===== src/pkg/gcc_consts.svh =====
// gcc_consts.svh: offsets, field positions, reset values and counts
// for the gated counter control block.
// assumes: included by bare name from the package and the design file.
`ifndef GCC_CONSTS_SVH
`define GCC_CONSTS_SVH

// register offsets on the plain register port (4-bit address)
`define GCC_OFF_CTRL        4'h0
`define GCC_OFF_GATE_CTRL   4'h1
`define GCC_OFF_FLAG        4'h2
`define GCC_OFF_ENABLE      4'h3

// counter_control fields
`define GCC_CS_MSB          7
`define GCC_CS_LSB          6
`define GCC_PS_MSB          5
`define GCC_PS_LSB          4
`define GCC_OSC_EN_BIT      3
`define GCC_SYNC_BYP_BIT    2
`define GCC_RUN_BIT         0
`define GCC_CTRL_WMASK      8'hFD
`define GCC_CTRL_RESET      8'h00

// clock source codes
`define GCC_CS_SYS_DIV4     2'h0
`define GCC_CS_SYS          2'h1
`define GCC_CS_PIN_OSC      2'h2
`define GCC_CS_CAP_OSC      2'h3

// gate_control_register fields
`define GCC_GE_BIT          7
`define GCC_GPOL_BIT        6
`define GCC_GTM_BIT         5
`define GCC_GSPM_BIT        4
`define GCC_GARM_BIT        3
`define GCC_GVAL_BIT        2

// flag and enable registers: gate event in bit 0
`define GCC_GEV_BIT         0

// input synchroniser lanes
`define GCC_NUM_IN          4
`define GCC_IN_GATE         0
`define GCC_IN_EXT_CLK      1
`define GCC_IN_CRYSTAL      2
`define GCC_IN_CAP_OSC      3

// system clock divided by four: terminal count of the divider
`define GCC_DIV4_LAST       2'h3

`endif


===== src/pkg/gcc_pkg.sv =====
// gcc_pkg.sv: types shared by the gated counter control block.
// assumes: gcc_consts.svh sits beside it on the include path.
`include "gcc_consts.svh"

package gcc_pkg;

    // single-pulse capture sequence
    typedef enum logic [1:0]
    {
        GCC_SP_IDLE,
        GCC_SP_ARMED,
        GCC_SP_OPEN
    } gcc_sp_e;

    // register-port request, one cycle long
    typedef struct packed
    {
        logic       wr;
        logic       rd;
        logic [3:0] addr;
        logic [7:0] wdata;
    } gcc_req_s;

    // all state of the control block
    typedef struct packed
    {
        logic [7:0]               ctrl;
        logic                     gate_en;
        logic                     gate_pol;
        logic                     tog_en;
        logic                     sp_en;
        gcc_sp_e                  sp;
        logic                     tff;
        logic                     tog_prev;
        logic                     gval;
        logic                     flag;
        logic                     mask;
        logic [`GCC_NUM_IN-1:0]   sync1;
        logic [`GCC_NUM_IN-1:0]   sync2;
        logic [`GCC_NUM_IN-1:0]   sync3;
        logic [`GCC_NUM_IN-1:0]   filt;
        logic                     ext_align;
        logic [1:0]               div4;
        logic [2:0]               pcnt;
        logic                     tick;
        logic                     irq;
        logic [7:0]               rdata;
    } gcc_state_s;

endpackage : gcc_pkg


===== src/hw/gcc_gate_ctrl.sv =====
// gcc_gate_ctrl.sv: gate toggle, single-pulse capture, gate status,
// gate event interrupt, clock select, prescaler and run control.
// assumes: one 25 MHz core clock; gate and clock pins are asynchronous
// and are sampled here; the counter datapath sits outside and advances
// by one on each count_tick_out pulse.
`include "gcc_consts.svh"

// Notes on behaviour
// (RQ1) toggle mode routes gate through a flip-flop flipping on each active edge
// (RQ2) toggle enable clear forces and holds the toggle flip-flop at zero
// (RQ3) single-pulse: enable, then arm; window opens at next active gate edge
// (RQ4) arm clears itself on the trailing edge; later gate events are ignored
// (RQ5) clearing single-pulse enable clears the arm bit at once
// (RQ6) toggle plus single-pulse together capture one full gate cycle
// (RQ7) software should not enable toggle while changing gate polarity
// (RQ8) gate level status is readable and valid with gate control off
// (RQ9) falling edge of gate level status sets the gate event flag
// (RQ10) gate event interrupt raised only while flag and its enable are set
// (RQ11) gate event flag keeps working with gate control disabled
// (RQ12) clock source field: capacitive osc, pin/osc, system, system/4
// (RQ13) source pin/osc: external pin rising edges, or crystal when osc on
// (RQ14) prescale field divides input clock by 1, 2, 4 or 8
// (RQ15) control bit 3 switches the dedicated oscillator on or off
// (RQ16) bit 2 bypasses or applies input synchronisation for 1x sources
// (RQ17) control bit 1 is unimplemented and reads zero
// (RQ18) run bit lets the counter advance; all control bits reset to zero
module gcc_gate_ctrl
    import gcc_pkg::*;
(
    input  wire logic       core_clk_in,
    input  wire logic       rst_in,
    input  wire logic [3:0] addr_in,
    input  wire logic [7:0] wr_data_in,
    input  wire logic       wr_in,
    input  wire logic       rd_in,
    input  wire logic       gate_pin_in,
    input  wire logic       ext_clock_pin_in,
    input  wire logic       crystal_pins_in,
    input  wire logic       cap_osc_in,
    output logic [7:0]      rd_data_out,
    output logic            count_tick_out,
    output logic            dedicated_osc_enable_out,
    output logic            irq_out
);

    gcc_state_s              state_reg;
    gcc_state_s              state_next;
    gcc_req_s                req;
    logic [`GCC_NUM_IN-1:0]  filt_next;
    logic [`GCC_NUM_IN-1:0]  rise;
    logic [1:0]              clk_src;
    logic [1:0]              pre_sel;
    logic                    run;
    logic                    gate_lvl;
    logic                    gate_rise;
    logic                    tog_out;
    logic                    tog_rise;
    logic                    tog_fall;
    logic                    ext_raw;
    logic                    src_tick;
    logic [2:0]              pre_mask;
    logic                    pre_hit;
    logic                    wr_gate;

    // bus signals grouped for the decode below
    assign req.wr    = wr_in;
    assign req.rd    = rd_in;
    assign req.addr  = addr_in;
    assign req.wdata = wr_data_in;
    assign wr_gate   = req.wr && (req.addr == `GCC_OFF_GATE_CTRL);

    // control field views
    assign clk_src = state_reg.ctrl[`GCC_CS_MSB:`GCC_CS_LSB];
    assign pre_sel = state_reg.ctrl[`GCC_PS_MSB:`GCC_PS_LSB];
    assign run     = state_reg.ctrl[`GCC_RUN_BIT];

    // per-input filter: a change counts once stages two and three agree,
    // so a pin caught mid-transition cannot make a spurious edge
    genvar gi;
    generate
        for (gi = 0; gi < `GCC_NUM_IN; gi++)
        begin : g_filt
            assign filt_next[gi] =
                (state_reg.sync2[gi] == state_reg.sync3[gi]) ?
                state_reg.sync3[gi] : state_reg.filt[gi];
            assign rise[gi] = filt_next[gi] & ~state_reg.filt[gi];
        end
    endgenerate

    // gate polarity: active level is high when the polarity bit is set
    assign gate_lvl  = state_reg.gate_pol ? filt_next[`GCC_IN_GATE]
                                          : ~filt_next[`GCC_IN_GATE];
    assign gate_rise = gate_lvl &
                       ~(state_reg.gate_pol ? state_reg.filt[`GCC_IN_GATE]
                                            : ~state_reg.filt[`GCC_IN_GATE]);

    // toggle stage output and its edges, one cycle after the gate in toggle mode, same cycle otherwise
    assign tog_out  = state_reg.tog_en ? state_reg.tff : gate_lvl; // [RQ1]
    assign tog_rise = tog_out & ~state_reg.tog_prev;
    assign tog_fall = ~tog_out & state_reg.tog_prev;

    // source 1x: capacitive osc when selected, else crystal when the oscillator is on, else the pin
    always_comb
    begin
        if (clk_src == `GCC_CS_CAP_OSC)
        begin
            ext_raw = rise[`GCC_IN_CAP_OSC]; // [RQ12]
        end
        else if (state_reg.ctrl[`GCC_OSC_EN_BIT])
        begin
            ext_raw = rise[`GCC_IN_CRYSTAL]; // [RQ13]
        end
        else
        begin
            ext_raw = rise[`GCC_IN_EXT_CLK]; // [RQ13]
        end
    end

    // clock source pick; sync bit only matters for sources 1x
    always_comb
    begin
        unique case (clk_src)
            `GCC_CS_SYS_DIV4: src_tick = (state_reg.div4 == `GCC_DIV4_LAST);
            `GCC_CS_SYS:      src_tick = 1'b1;
            `GCC_CS_PIN_OSC,
            `GCC_CS_CAP_OSC:  src_tick =
                state_reg.ctrl[`GCC_SYNC_BYP_BIT] ? ext_raw   // [RQ16]
                                                  : state_reg.ext_align;
        endcase
    end

    // prescaler mask: divide by 1, 2, 4 or 8
    always_comb
    begin
        unique case (pre_sel)
            2'h0: pre_mask = 3'h0;
            2'h1: pre_mask = 3'h1;
            2'h2: pre_mask = 3'h3;
            2'h3: pre_mask = 3'h7;
        endcase
    end
    assign pre_hit = ((state_reg.pcnt & pre_mask) == pre_mask); // [RQ14]

    // next-state logic for the whole block
    always_comb
    begin
        state_next = state_reg;

        // three-stage pin synchronisers
        state_next.sync1 = {cap_osc_in, crystal_pins_in,
                            ext_clock_pin_in, gate_pin_in};
        state_next.sync2 = state_reg.sync1;
        state_next.sync3 = state_reg.sync2;
        state_next.filt  = filt_next;

        // synchronised path costs one extra system clock of latency
        state_next.ext_align = ext_raw; // [RQ16]
        state_next.div4      = state_reg.div4 + 2'h1;

        // prescaler advances on source ticks while running
        if (!run)
        begin
            state_next.pcnt = 3'h0;
        end
        else if (src_tick)
        begin
            state_next.pcnt = state_reg.pcnt + 3'h1; // [RQ14]
        end

        // toggle flip-flop: flips on active edges, held clear when off
        if (!state_reg.tog_en)
        begin
            state_next.tff = 1'b0; // [RQ2]
        end
        else if (gate_rise)
        begin
            state_next.tff = ~state_reg.tff; // [RQ1]
        end
        state_next.tog_prev = tog_out;

        // single-pulse sequence; the toggle output feeds it so both
        // modes together frame one whole gate period
        unique case (state_reg.sp)
            GCC_SP_IDLE:
                state_next.sp = GCC_SP_IDLE;
            GCC_SP_ARMED:
                if (tog_rise)
                begin
                    state_next.sp = GCC_SP_OPEN; // [RQ3] [RQ6]
                end
            GCC_SP_OPEN:
                if (tog_fall)
                begin
                    state_next.sp = GCC_SP_IDLE; // [RQ4]
                end
        endcase
        if (!state_reg.sp_en)
        begin
            state_next.sp = GCC_SP_IDLE; // [RQ5]
        end

        // gate level status follows the gating value in every mode
        state_next.gval = state_reg.sp_en ?
                          (state_reg.sp == GCC_SP_OPEN) : tog_out; // [RQ8]

        // register writes
        if (req.wr)
        begin
            unique case (req.addr)
                `GCC_OFF_CTRL:
                begin
                    state_next.ctrl = req.wdata & `GCC_CTRL_WMASK; // [RQ17]
                    state_next.pcnt = 3'h0;
                end
                `GCC_OFF_GATE_CTRL:
                begin
                    state_next.gate_en  = req.wdata[`GCC_GE_BIT];
                    state_next.gate_pol = req.wdata[`GCC_GPOL_BIT];
                    state_next.tog_en   = req.wdata[`GCC_GTM_BIT];
                    state_next.sp_en    = req.wdata[`GCC_GSPM_BIT];
                    // arming needs single-pulse on; a zero write leaves it
                    if (!req.wdata[`GCC_GSPM_BIT])
                    begin
                        state_next.sp = GCC_SP_IDLE; // [RQ5]
                    end
                    else if (req.wdata[`GCC_GARM_BIT] &&
                             state_reg.sp == GCC_SP_IDLE)
                    begin
                        state_next.sp = GCC_SP_ARMED; // [RQ3]
                    end
                end
                `GCC_OFF_ENABLE:
                    state_next.mask = req.wdata[`GCC_GEV_BIT];
                default:
                    state_next.mask = state_reg.mask;
            endcase
        end

        // read data, valid the cycle after the strobe; unmapped reads zero
        state_next.rdata = 8'h00;
        if (req.rd)
        begin
            unique case (req.addr)
                `GCC_OFF_CTRL:
                    state_next.rdata = state_reg.ctrl; // [RQ17]
                `GCC_OFF_GATE_CTRL:
                begin
                    state_next.rdata[`GCC_GE_BIT]   = state_reg.gate_en;
                    state_next.rdata[`GCC_GPOL_BIT] = state_reg.gate_pol;
                    state_next.rdata[`GCC_GTM_BIT]  = state_reg.tog_en;
                    state_next.rdata[`GCC_GSPM_BIT] = state_reg.sp_en;
                    state_next.rdata[`GCC_GARM_BIT] =
                        (state_reg.sp != GCC_SP_IDLE);
                    state_next.rdata[`GCC_GVAL_BIT] = state_reg.gval; // [RQ8]
                end
                `GCC_OFF_FLAG:
                    state_next.rdata[`GCC_GEV_BIT] = state_reg.flag;
                `GCC_OFF_ENABLE:
                    state_next.rdata[`GCC_GEV_BIT] = state_reg.mask;
                default:
                    state_next.rdata = 8'h00;
            endcase
        end

        // flag: read clears it, but a falling gate status in the same
        // cycle wins so no event is lost; gate enable plays no part
        if (req.rd && req.addr == `GCC_OFF_FLAG)
        begin
            state_next.flag = 1'b0;
        end
        if (state_reg.gval && !state_next.gval)
        begin
            state_next.flag = 1'b1; // [RQ9] [RQ11]
        end

        // level interrupt, taken from next values so it tracks the flag
        state_next.irq = state_next.flag & state_next.mask; // [RQ10]

        // count enable: running, prescaler hit, and gate open if gated
        state_next.tick = run && src_tick && pre_hit &&
                          (!state_reg.gate_en || state_reg.gval); // [RQ18]
    end

    // state register; everything resets to zero
    always_ff @(posedge core_clk_in or posedge rst_in)
    begin
        if (rst_in)
        begin
            state_reg <= '0; // [RQ18]
        end
        else
        begin
            state_reg <= state_next;
        end
    end

    // outputs straight from flops
    assign rd_data_out              = state_reg.rdata;
    assign count_tick_out           = state_reg.tick;
    assign dedicated_osc_enable_out = state_reg.ctrl[`GCC_OSC_EN_BIT]; // [RQ15]
    assign irq_out                  = state_reg.irq;
endmodule : gcc_gate_ctrl


===== config.mk =====
export PLATFORM = sky130hd
export DESIGN_NAME = gcc_gate_ctrl
export DESIGN_NICKNAME = d
export VERILOG_FILES = /design/src/pkg/gcc_pkg.sv /design/src/hw/gcc_gate_ctrl.sv
export VERILOG_INCLUDE_DIRS = /design/src /design/src/pkg
export SDC_FILE = /design/constraint.sdc
export NUM_CORES = 1
export LEC_CHECK = 0
export BUFFER_PORTS_ARGS = -buffer_cell sky130_fd_sc_hd__buf_2
export CAP_MARGIN = 20
export CORE_ASPECT_RATIO = 0.8
export CORE_MARGIN = 2
export CORE_UTILIZATION = 55
export CTS_CLUSTER_DIAMETER = 30
export DETAILED_ROUTE_END_ITERATION = 10
export GPL_TIMING_DRIVEN = 0
export PLACE_DENSITY = 0.75
export SYNTH_ARGS = -nofsm -noshare
export SYNTH_HDL_FRONTEND = slang
export SYNTH_SLANG_ARGS = --single-unit

===== constraint.sdc =====
create_clock -name core_clk_in -period 3 [get_ports core_clk_in]
set_clock_uncertainty 0.1 [all_clocks]
set_input_delay 0.15 -clock core_clk_in [delete_from_list [all_inputs] [get_ports core_clk_in]]
set_output_delay 0.15 -clock core_clk_in [all_outputs]
set_load 0.01 [all_outputs]

==> results.txt, run 1 <==
The aggregate routed wire length is approximately 3.7 mm. The flow ran to the end, and the final reports show no timing, DRC or antenna violations. The floorplan has 20 rows. The signal on the critical path passes through maj3_4 > xor2_2 > o21a_1 > inv_2 > o311ai_2 > and2_1. Setup violations remaining at the end of the flow were counted as 0. The area overhead of the layout relative to synthesis is 20.62%.

The buffer count from post-CTS setup fixing came out at 0. The initial antenna violation count is 0. Of the available clock period, the critical path in the final layout requires 58.93%. The count of nets left with antenna violations once routing finished came out at 0. The worst setup timing slack at the placement stage came out at about 1300 ps. The clock network burns a little under a third of the power. The synthesized design spends more area on one cell type than any other, namely dfrtp_1. The count of non-filler cells in the finished layout came out at ~270. The required time of the worst setup path came out at 3130 ps.

The TritonCTS buffer count is 5. The per-instance average area after synthesis came out at approximately 12 µm². Internal power comes to ~1.1 mW. The clock-pin slew on the worst setup and hold paths is about 80 ps. The first global-routing pass estimated approximately 6.3 mm of wire. Along the worst path, the maximum fanout reaches 4. The number of nets in the layout came out at about 250.

STA classifies the critical path startpoint as a flip-flop. In the synthesized netlist the dominant register cell turns out to be dfrtp_1. The critical path is of the flip-flop to flip-flop type. On the critical path, the stage with the largest delay is an instance of dfrtp_1. Data on the critical path arrives at its endpoint at around 1900 ps. Across the run, the number of max-cap violations was 0. The largest incremental delay on the critical path came out at 400 ps. In the final routed layout, each cell accounts on average for roughly 14 µm.

The I/O pin total is 31. The sum of overflow across all layers after global routing is 0. Counting flops with a built-in enable in the synthesized netlist gives 0. The cell sitting at the root of the clock tree is a clkbuf_8.

The via count of the first global-routing pass was between 1,000 and 1,500. The worst voltage drop across the vdd grid is 411.4 µV. The post-layout utilization of the core came out at 67.72%. The number of storage elements in the synthesis netlist is between 40 and 50. The port buffer count is 28. The number of vias after detailed routing came out at 1,385. The via-per-instance ratio came out at between 5 and 6. The core region is between 0.003 and 0.004 mm².

The H-tree was split into 2 levels. Synthesis instantiated 44 different standard cells from the library. The post-placement cell area is 0.002308 mm². The design draws approximately 1.5 mW. The hold slack came out at between 30 and 40 ps.

The area share of the largest cell type after synthesis came out at roughly three fifths. The fraction of final layout cells sized beyond drive strength 1 came out at 28.00%. The area enclosed by the die boundary is about 0.0043 mm². Counting every sink on the clock net gives 49.

STA classifies the critical path endpoint as a flip-flop. TritonCTS built the clock tree. The number of placed instances, taps included, is about 250. For this configuration, the core starts out at a cell density of 56.14%.

Entering global routing, the biggest net connects 34 pins. The net count after synthesis came out at 203. The final number of hold-violating endpoints came out at 0. For this run, the total global-route usage over all layers was measured as about 20%. The count of pins over their slew limit was 0. The last weighted congestion value of the routability-driven placer came out at between 0.7 and 0.8.

Sorting the synthesized cells by area gives the leading types as dfrtp_1, mux2_2, nand2_1, ha_1, mux2i_1. Yosys printed 0 warnings. The final total negative setup slack is 0 ps. The analysis attributes to net switching a power of just under 400 µW. The finished layout cell area is between 0.002 and 0.003 mm². The count of inserted antenna diode cells came out at 0. The classification of the worst-slack hold path is input port to flip-flop. The pre-antenna-repair detailed-routing pass consisted of 4 iterations. The portion of total power attributed to sequential cells is 53.5%. The sequential cell area fraction in the yosys report came out at between 50% and 60%.

The half-perimeter wire length after placement came out at between 2 and 3 mm. The DRC violation count after routing is 0. Setup repair after global routing left no endpoint under its margin. The power density over the cells is between 600 and 700 mW/mm². The minimum setup slack in the final design came out at 1232 ps. The chip width came out at ~73 µm.

The switching share of total power came out at around a quarter. The number of violations reported at the end of detailed-routing iteration 0 came out at 100. The fmax is ~570 MHz. The proportion of register bits with asynchronous set or reset after synthesis is 100.0%. The gate count of the mapped netlist came out at ~180. The post-synthesis cell area came out at approximately 0.0021 mm². The combinational share of power is around 16%. In this run the static leakage power is 1.205 nW. The register with the most flip-flops in the layout has 26 of them. The library cell used most frequently in the layout, excluding fill and tap cells, is dfrtp_1. The maximum clock path buffer count is 2. The later-pin clock latency in the skew report came out at 290 ps. The floorplan step set the die height to between 50 and 60 µm. Leaving out fill and tap cells, the most frequent cells in the layout are dfrtp_1, buf_2, nand2_1. For the finished layout, the period the worst path requires is 1768 ps.
[power by group through the flow]
stage / clock network (mW) / logic [mW] / registers (mW)
after CTS: 0.480 / 0.242 / 0.814
after global placement: 0 / 0.219 / 0.820
after global routing: 0.514 / 0.271 / 0.827
after detailed placement: 0 / 0.229 / 0.826
after floorplan: 0 / 0.170 / 0.807
final: 0.469 / 0.240 / 0.814
[cell families after synthesis]
logic type      count (synthesis)  share of synthesized area [%]
simple gates                   53                          12.43
fa+ha+maj                       9                          5.081
other cells                     1                         0.1791
flops                          49                          58.58
compound gates                 27                          9.504
xor+xnor                        3                          1.614
buf+inv                        22                          5.439
mux                            14                          7.173
[path summary, 6_finish.rpt]
kind                                 from                       end  slack (ps)  cells past startpoint
min in group asynchronous          rst_in             state_reg[18]         270                      3
max in group asynchronous          rst_in                pre_sel[0]        2030                      4
min                         wr_data_in[3]  dedicated_osc_enable_out          30                      2
min reg2reg                state_next[25]            state_next[21]         250                      0
max                        state_next[20]                   irq_out        1230                      6
max reg2reg                state_next[20]                   irq_out        1230                      6
[cell type report]
cell class | instances | area [µm²]
flip-flops and latches | 49 | 1226
fillers | 300 | 1204
multi-input cells | 107 | 753.2
repair buffers | 39 | 260.3
clock buffers | 7 | 86.33
plain buffers | 10 | 68.82
well taps | 44 | 55.05
inverters | 12 | 45.04
clock inverters | 1 | 30.03
[metal layers]
metal / vias up / global-route usage, % / routed length, µm
li1: 687 / - / -
met1: 661 / 28.15 / 1798
met2: 35 / 30.78 / 1724
met3: 2 / 5.102 / 160
met4: 0 / 7.937 / 22
met5: - / 0 / 0
[cell usage after synthesis, drive strengths merged (3+ instances only)]
library cell  number
and2               3
nand2             18
a211oi             3
dfrtp             49
maj3               4
buf                9
ha                 5
mux2i              6
nand3              3
a21oi              4
mux2               8
o21ai              9
nor2              15
inv               12
[worst max-delay path, delay by kind of cell (launching register included)]
| family | cells | cell delay, ps |
|---|---|---|
| AND/OR/NAND/NOR | 1 | 170 |
| XOR/XNOR | 1 | 150 |
| flip-flops | 1 | 400 |
| buffers and inverters | 1 | 70 |
| AO/OA/AOI/OAI | 2 | 430 |
| adder cells (fa/ha/maj) | 1 | 370 |
[what timing repair did]
action,4_1_cts,5_1_grt
endpoints found under the hold margin,25,0
resized for setup,0,0
hold buffers,10,0
Power figures use the tool's default switching activity.
==> inputs of run 2 (changes only) <==
--- a/config.mk
+++ b/config.mk
@@ -6,6 +6,7 @@
 export SDC_FILE = /design/constraint.sdc
 export NUM_CORES = 1
 export LEC_CHECK = 0
+export ABC_AREA = 1
 export BUFFER_PORTS_ARGS = -buffer_cell sky130_fd_sc_hd__buf_2
 export CAP_MARGIN = 20
 export CORE_ASPECT_RATIO = 0.8
==> constraint.sdc (replaced) <==
create_clock -name core_clk_in -period 1.7 [get_ports core_clk_in]
set_clock_uncertainty 0.1 [all_clocks]
set_input_delay 0.085 -clock core_clk_in [delete_from_list [all_inputs] [get_ports core_clk_in]]
set_output_delay 0.085 -clock core_clk_in [all_outputs]
set_load 0.01 [all_outputs]
==> results.txt, run 2 <==
The worst voltage drop across the vdd grid came to 507.3 µV (+23%). The minimum setup slack in the final design came to 255.6 ps (-976.5 ps). The most used flip-flop cell after synthesis is dfrtp_1.

The net count after synthesis came out at 248 (+22%). The largest net degree at the start of global routing came out at 31 (-8.8%). The reported net switching power came out at 708.4 µW (+81%).

The flip-flop count of the largest register, all copies and words added came out at 26 (unchanged). The initial antenna violation count came out at 0 (unchanged). Among all stages on the critical path, the largest delay is contributed by dfrtp_1. The count of inserted antenna diode cells is 0 (unchanged).

Counting stages on the worst path, the most repeated cell is nand2_1. The all-layer global routing usage came to 19.87% (-0.31 points). The kind of start point of the critical path is a flip-flop. The area enclosed by the die boundary is 0.004360 mm² (+0.95%). The maximum level of the CTS H-tree is 2 (unchanged).

The combinational share of power came out at 17.3% (+1.6 points). The buffer count from post-CTS setup fixing came out at 0 (unchanged). Among all cell types in the netlist, the one instantiated most often is dfrtp_1. The last weighted congestion value of the routability-driven placer is 0.7738 (-1.4%). The number of buffers inserted by hold repair at cts came out at 13 (+3).

The chip width was 73.33 µm (+0.48%). The half-perimeter wire length after placement came out at 2.768 mm (+3.5%). The number of unique standard cell types used by synthesis came out at 29 (-34%). The final critical delay including setup and external delays came out at 1444 ps (-323.5 ps). The required time of the worst setup path is 1820 ps (-1310 ps).

The per-cell routed wire length is 11.87 µm (-14%). The total internal power came out at 1.779 mW (+57%). The wire length of the first global-routing pass came out at 6.430 mm (+1.4%).

The leakage power summed over all cells is 1.347 nW (+12%). The synthesized design spends more area on one cell type than any other, namely dfrtp_1. The portion of total power attributed to sequential cells came out at 56.7% (+3.2 points). The capturing element type of the critical path is a flip-flop. The library cell used most frequently in the layout, excluding fill and tap cells, is dfrtp_1. The number of nets in the layout came to 297 (+19%). Counting instances in the post-synthesis netlist gives the leading cell types as dfrtp_1, nand2_1, inv_1, a21oi_1, nor2_1.

The count of standard-cell rows came out at 20 (unchanged). The aggregate routed wire length is 3.764 mm (+1.6%). The via-per-instance ratio was 4.883 (-5.2%). The total of max-cap violations is 0 (unchanged). The part of the power in the clock network is 26.0% (-4.8 points). The sequential cell area fraction in the yosys report is 57.99% (-0.59 points). The clock sink count came out at 49 (unchanged). The fraction of final layout cells sized beyond drive strength 1 is 19.05% (-9.0 points). TritonCTS built the clock tree. The largest incremental delay on the critical path is 370 ps (-30 ps). Relative to the synthesized area, the layout overhead comes to 20.12%. The I/O pin total is 31 (unchanged). The classification of the worst-slack hold path is input port to flip-flop. The detailed-routing iteration count for the pre-antenna-repair pass is 4 (unchanged). The DRC violation count after routing is 0 (unchanged).

Setup repair after global routing left no endpoint under its margin. The hold slack is 46.32 ps (+11.60 ps). The effective utilization at floorplan is 56.33% (+0.19 points). The post-synthesis cell area is 0.002115 mm² (+1.0%). The power density over the cells is 979.2 mW/mm² (+62%). The number of vias after detailed routing came out at 1,548 (+12%). The critical path class is flip-flop to flip-flop.

The placeable core region came out at 0.003754 mm² (+0.67%). The TritonCTS buffer count is 5 (unchanged). The proportion of register bits with asynchronous set or reset after synthesis came out at 100.0% (unchanged). The per-instance average area after synthesis is 9.482 µm² (-19%).

The vertical die dimension came out at 59.46 µm (+0.47%). The final number of hold-violating endpoints is 0 (unchanged). The switching share of total power is 28.48% (+2.9 points). The worst setup timing slack at the placement stage came out at 283.8 ps (-1015 ps). The number of storage elements in the synthesis netlist came to 49 (unchanged).

The later-pin clock latency in the skew report came to 300 ps (about the same). The via count of the first global-routing pass was 1,455 (+5.4%). The maximum clock path buffer count came to 2 (unchanged). The top cell types in the final layout, fill and taps aside, are dfrtp_1, nand2_1, inv_1. The number of setup violations in the final report came out at 0 (unchanged).

The post-cts resize count is 0 (unchanged). The fill cell instance count of the final layout is 301 (+0.33%). The clock-pin slew on the worst setup and hold paths is 80 ps (about the same). The port buffer count came to 28 (unchanged). The critical path arrival came out at 1560 ps (-340 ps). The number of enable flip-flop cells after synthesis came to 0 (unchanged). The count of pins over their slew limit came out at 0 (unchanged).

The area share of the largest cell type after synthesis is 57.99% (-0.59 points). The sum of overflow across all layers after global routing came out at 0 (unchanged). The critical path goes through nand2_1 > nand2_1 > nand2_1 > nand2_1 > nand3_1 > nand2_1 > inv_1 > nand2_1 > nand3_1 > a21oi_1. The total of warnings raised by yosys came out at 0 (unchanged).

The final period utilization came out at 84.97% (+26 points). The number of violations reported at the end of detailed-routing iteration 0 came out at 128 (+28%). The number of nets still failing antenna checks after routing was 0 (unchanged). The root buffer cell is clkbuf_8.

The fmax came out at 692.3 MHz (+22%). The maximum fanout encountered on the critical timing path is 3 (-1). Yosys attributes the largest share of cell area to dfrtp_1, nand2_1, inv_1, a21oi_1, ha_1.

The run finished with clean final reports. The gate count of the mapped netlist was 223 (+25%).
==> run 2: area by class of cell <==
class	count	area (µm²)	area share, %
Buffer	9	71.32	2.808
Clock buffer	8	80.08	3.153
Inverter	39	146.4	5.764
Multi-Input combinational cell	126	670.6	26.40
Sequential cell	49	1226	48.28
Tap cell	44	55.05	2.167
Timing Repair Buffer	42	290.3	11.43
==> run 2: power by group through the flow <==
stage | Sequential [mW] | Clock [mW] | Combinational (mW)
6_report | 1.41 | 0.646 | 0.431
5_1_grt | 1.43 | 0.705 | 0.509
4_1_cts | 1.41 | 0.660 | 0.433
3_5_place_dp | 1.43 | 0 | 0.407
3_3_place_gp | 1.43 | 0 | 0.392
2_1_floorplan | 1.41 | 0 | 0.290
==> run 2: worst paths after layout <==
kind	cells past startpoint	endpoint	slack, ps	startpoint
max in group asynchronous	4	state_reg[15]	770	rst_in
worst min-delay path	4	rd_data_out[7]	50	addr_in[1]
worst min register to register	0	state_next[21]	250	state_next[25]
worst max register to register	10	irq_out	260	state_next[20]
min in group asynchronous	3	rd_data_out[0]	230	rst_in
worst max-delay path	10	irq_out	260	state_next[20]
==> run 2: cells by family after synthesis <==
kind of cell	count (synthesis)	synth area share, %
flip-flops	49	57.99
AND/OR/NAND/NOR	85	18.40
adder cells (fa/ha/maj)	8	4.379
other	1	0.1773
XOR/XNOR	2	0.8286
AO/OA/AOI/OAI	29	7.456
multiplexers	1	0.4734
buffers and inverters	48	10.30
==> run 2: per-stage QoR <==
step                      instances  power, mW  area, µm²  utilization [%]  TNS [ps]
after detailed placement        296      1.841       2330            62.07         0
final                           317      2.487       2540            67.67         0
after floorplan                 223      1.700       2115                -         0
after CTS                       317      2.504       2540            67.67         0
after global placement          295      1.822       2310            61.53    -13020
after global routing            317      2.646       2540            67.67         0
==> run 2: critical path, delay by kind of cell, from the launching register on <==
family	cells	cell delay, ps
and+or+nand+nor	8	650
buffers and inverters	1	70
DFF	1	370
AOI/OAI and AO/OA	1	180
==> run 2: routing by layer <==
metal	up-vias	wire length, µm	GRT usage, %
met5	-	0	0
met4	0	92	9.091
met3	10	195	4.762
met2	48	1600	28.83
met1	702	1875	28.43
li1	788	-	-
==> inputs of run 3 (changes only) <==
--- a/config.mk
+++ b/config.mk
@@ -6,7 +6,7 @@
 export SDC_FILE = /design/constraint.sdc
 export NUM_CORES = 1
 export LEC_CHECK = 0
-export ABC_AREA = 1
+export ABC_AREA = 0
 export BUFFER_PORTS_ARGS = -buffer_cell sky130_fd_sc_hd__buf_2
 export CAP_MARGIN = 20
 export CORE_ASPECT_RATIO = 0.8
==> constraint.sdc (replaced) <==
create_clock -name core_clk_in -period 1.5 [get_ports core_clk_in]
set_clock_uncertainty 0.1 [all_clocks]
set_input_delay 0.075 -clock core_clk_in [delete_from_list [all_inputs] [get_ports core_clk_in]]
set_output_delay 0.075 -clock core_clk_in [all_outputs]
set_load 0.01 [all_outputs]
==> results.txt, run 3 (same netlist as run 1, synthesis figures left out) <==
The final critical delay including setup and external delays is 1740 ps (+295.3 ps). The vertical die dimension came out at 59.18 µm (-0.47%). For this design, the slowest cell found on the critical path is dfrtp_1.

The number of violations reported at the end of detailed-routing iteration 0 came out at 109 (-15%). The worst setup timing slack at the placement stage is -225.5 ps (-509.3 ps). The number of nets in the layout came out at 259 (-13%). The effective utilization at floorplan came out at 56.14% (-0.19 points). The capturing element type of the critical path is a flip-flop.

The total of max-cap violations came out at 0 (unchanged). The placeable core region came out at 0.003729 mm² (-0.67%). The largest incremental delay on the critical path is 400 ps (+30 ps). The maximum clock path buffer count came out at 2 (unchanged). The half-perimeter wire length after placement came out at 2.729 mm (-1.4%).

The checks that failed: setup timing. The area growth from synthesis to layout is 25.94%. STA classifies the critical path startpoint as a flip-flop. The sum of overflow across all layers after global routing was 0 (unchanged). The fmax was 574.8 MHz (-17%). The maximum fanout encountered on the critical timing path was 4 (+1).

The aggregate routed wire length was 3.908 mm (+3.8%). The last weighted congestion value of the routability-driven placer was 0.7851 (+1.5%). The leakage power summed over all cells came out at 1.244 nW (-7.6%).

The final period utilization is 116.0% (+31 points). The per-cell routed wire length is 14.06 µm (+18%). The number of setup violations in the final report is 10 (+10). The TritonCTS buffer count is 5 (unchanged). The critical path is of the flip-flop to flip-flop type.

The flow ran to the end, but the final reports show violations. The classification of the worst-slack hold path is input port to flip-flop. TritonCTS built the clock tree.

The flip-flop count of the largest register, all copies and words added is 26 (unchanged). The area enclosed by the die boundary was 0.004319 mm² (-0.95%). The DRC violation count after routing came out at 0 (unchanged). Leaving out fill and tap cells, the most frequent cells in the layout are dfrtp_1, buf_2, nand2_1. The worst voltage drop across the vdd grid was 769.6 µV (+52%). The critical path arrival was 1880 ps (+320 ps).

The worst reg-to-reg path cell count came out at 6 (-4). The chip width was 72.98 µm (-0.48%). The tree is rooted in a clkbuf_8. The number of vias after detailed routing came out at 1,475 (-4.7%). The fill cell instance count of the final layout is 286 (-5.0%).

The count of standard-cell rows is 20 (unchanged). The later-pin clock latency in the skew report is 290 ps (about the same). The power density over the cells was 1142 mW/mm² (+17%). The count of pins over their slew limit came out at 0 (unchanged). The I/O pin total is 31 (unchanged). The wire length of the first global-routing pass is 6.520 mm (+1.4%). The all-layer global routing usage came out at 20.41% (+0.55 points). The initial antenna violation count came to 0 (unchanged).

The detailed-routing iteration count for the pre-antenna-repair pass is 4 (unchanged). The clock-pin slew on the worst setup and hold paths is 80 ps (about the same). The via-per-instance ratio is 5.306 (+8.7%). The required time of the worst setup path came out at 1640 ps (-180 ps). The number of nets still failing antenna checks after routing is 0 (unchanged). The number of cells on the worst hold path came out at 4 (unchanged).

The post-layout utilization of the core came out at 70.70% (+3.0 points). The clock sink count came out at 49 (unchanged). Traced cell by cell, the critical path runs through maj3_4 > xor2_2 > o21a_1 > inv_2 > o311ai_4 > and2_1. Leaving out fill and tap cells, the most frequent cell in the layout is dfrtp_1. The count of inserted antenna diode cells is 0 (unchanged). Setup repair after global routing could not meet its margin everywhere.

The via count of the first global-routing pass came out at 1,420 (-2.4%). The final number of hold-violating endpoints is 0 (unchanged). The port buffer count came out at 28 (unchanged). The maximum level of the CTS H-tree is 2 (unchanged).

The largest net degree at the start of global routing is 34 (+9.7%). The minimum setup slack in the final design is -239.7 ps (-495.3 ps). The fraction of final layout cells sized beyond drive strength 1 is 31.62% (+13 points).
## run 3: changes by cell type in the layout (fill, tap and decap cells not counted), sizes merged, moves of 6 or more
cell / delta
nand2: -32
inv: -27
buf: +7
nor3: -6
nand3: -6
a21oi: -11
mux2: +8
## run 3: area by class of cell
class / instances / area, µm² / area share, %
timing repair buffer: 49 / 354.1 / 13.43
sequential: 49 / 1226 / 46.51
inverter: 12 / 45.04 / 1.709
buffer: 10 / 68.82 / 2.610
multi-input combinational: 107 / 800.8 / 30.37
clock buffer: 7 / 86.33 / 3.275
tap: 44 / 55.05 / 2.088
## run 3: worst max-delay path: cells and delay by family (launching register included)
kind | cells | cell delay, ps
AO/OA/AOI/OAI | 2 | 420
XOR/XNOR | 1 | 150
adder cells (fa/ha/maj) | 1 | 360
buffers and inverters | 1 | 80
flip-flops | 1 | 400
AND/OR/NAND/NOR | 1 | 170
## run 3: worst paths after layout
| kind | slack, ps | end | from |
|---|---|---|---|
| min reg2reg | 250 | state_next[23] | state_next[27] |
| max | -240 | irq_out | state_next[20] |
| max reg2reg | -240 | irq_out | state_next[20] |
| min in group asynchronous | 200 | state_reg[22] | rst_in |
| min | 40 | rd_data_out[0] | addr_in[2] |
| max in group asynchronous | 610 | clk_src[1] | rst_in |
## run 3: power by group
part,internal [mW],total (mW),switching (mW)
Clock,0.366,0.754,0.388
Sequential,1.48,1.64,0.161
Combinational,0.336,0.619,0.283
## run 3: metrics by stage
stage / total power [mW] / cells / area, µm² / TNS, ps / hold slack (ps)
floorplan: 1.953 / 178 / 2093 / -247.7 / 6.430
global placement: 2.079 / 250 / 2288 / -17370 / 82.32
detailed placement: 2.110 / 251 / 2308 / -879.4 / -28.57
CTS: 2.978 / 275 / 2595 / -1093 / 25.99
global route: 3.167 / 278 / 2636 / -2110 / 89.59
finish: 3.010 / 278 / 2636 / -1390 / 35.01
## run 3: what timing repair did
item,in CTS,in global routing
buffers inserted,4,3
endpoints found under the setup margin,7,10
gates resized for setup,6,5
hold buffers,13,0
pin swaps,7,8
cloned,0,0
endpoints found under the hold margin,67,0
## run 3: metal layers
metal  vias up  share of wire, %  GRT usage [%]
li1        706                 -              -
met1       724                49          28.91
met2        37                46          31.43
met3         8               4.5          4.592
met4         0               1.5          7.143
met5         -                 0              0
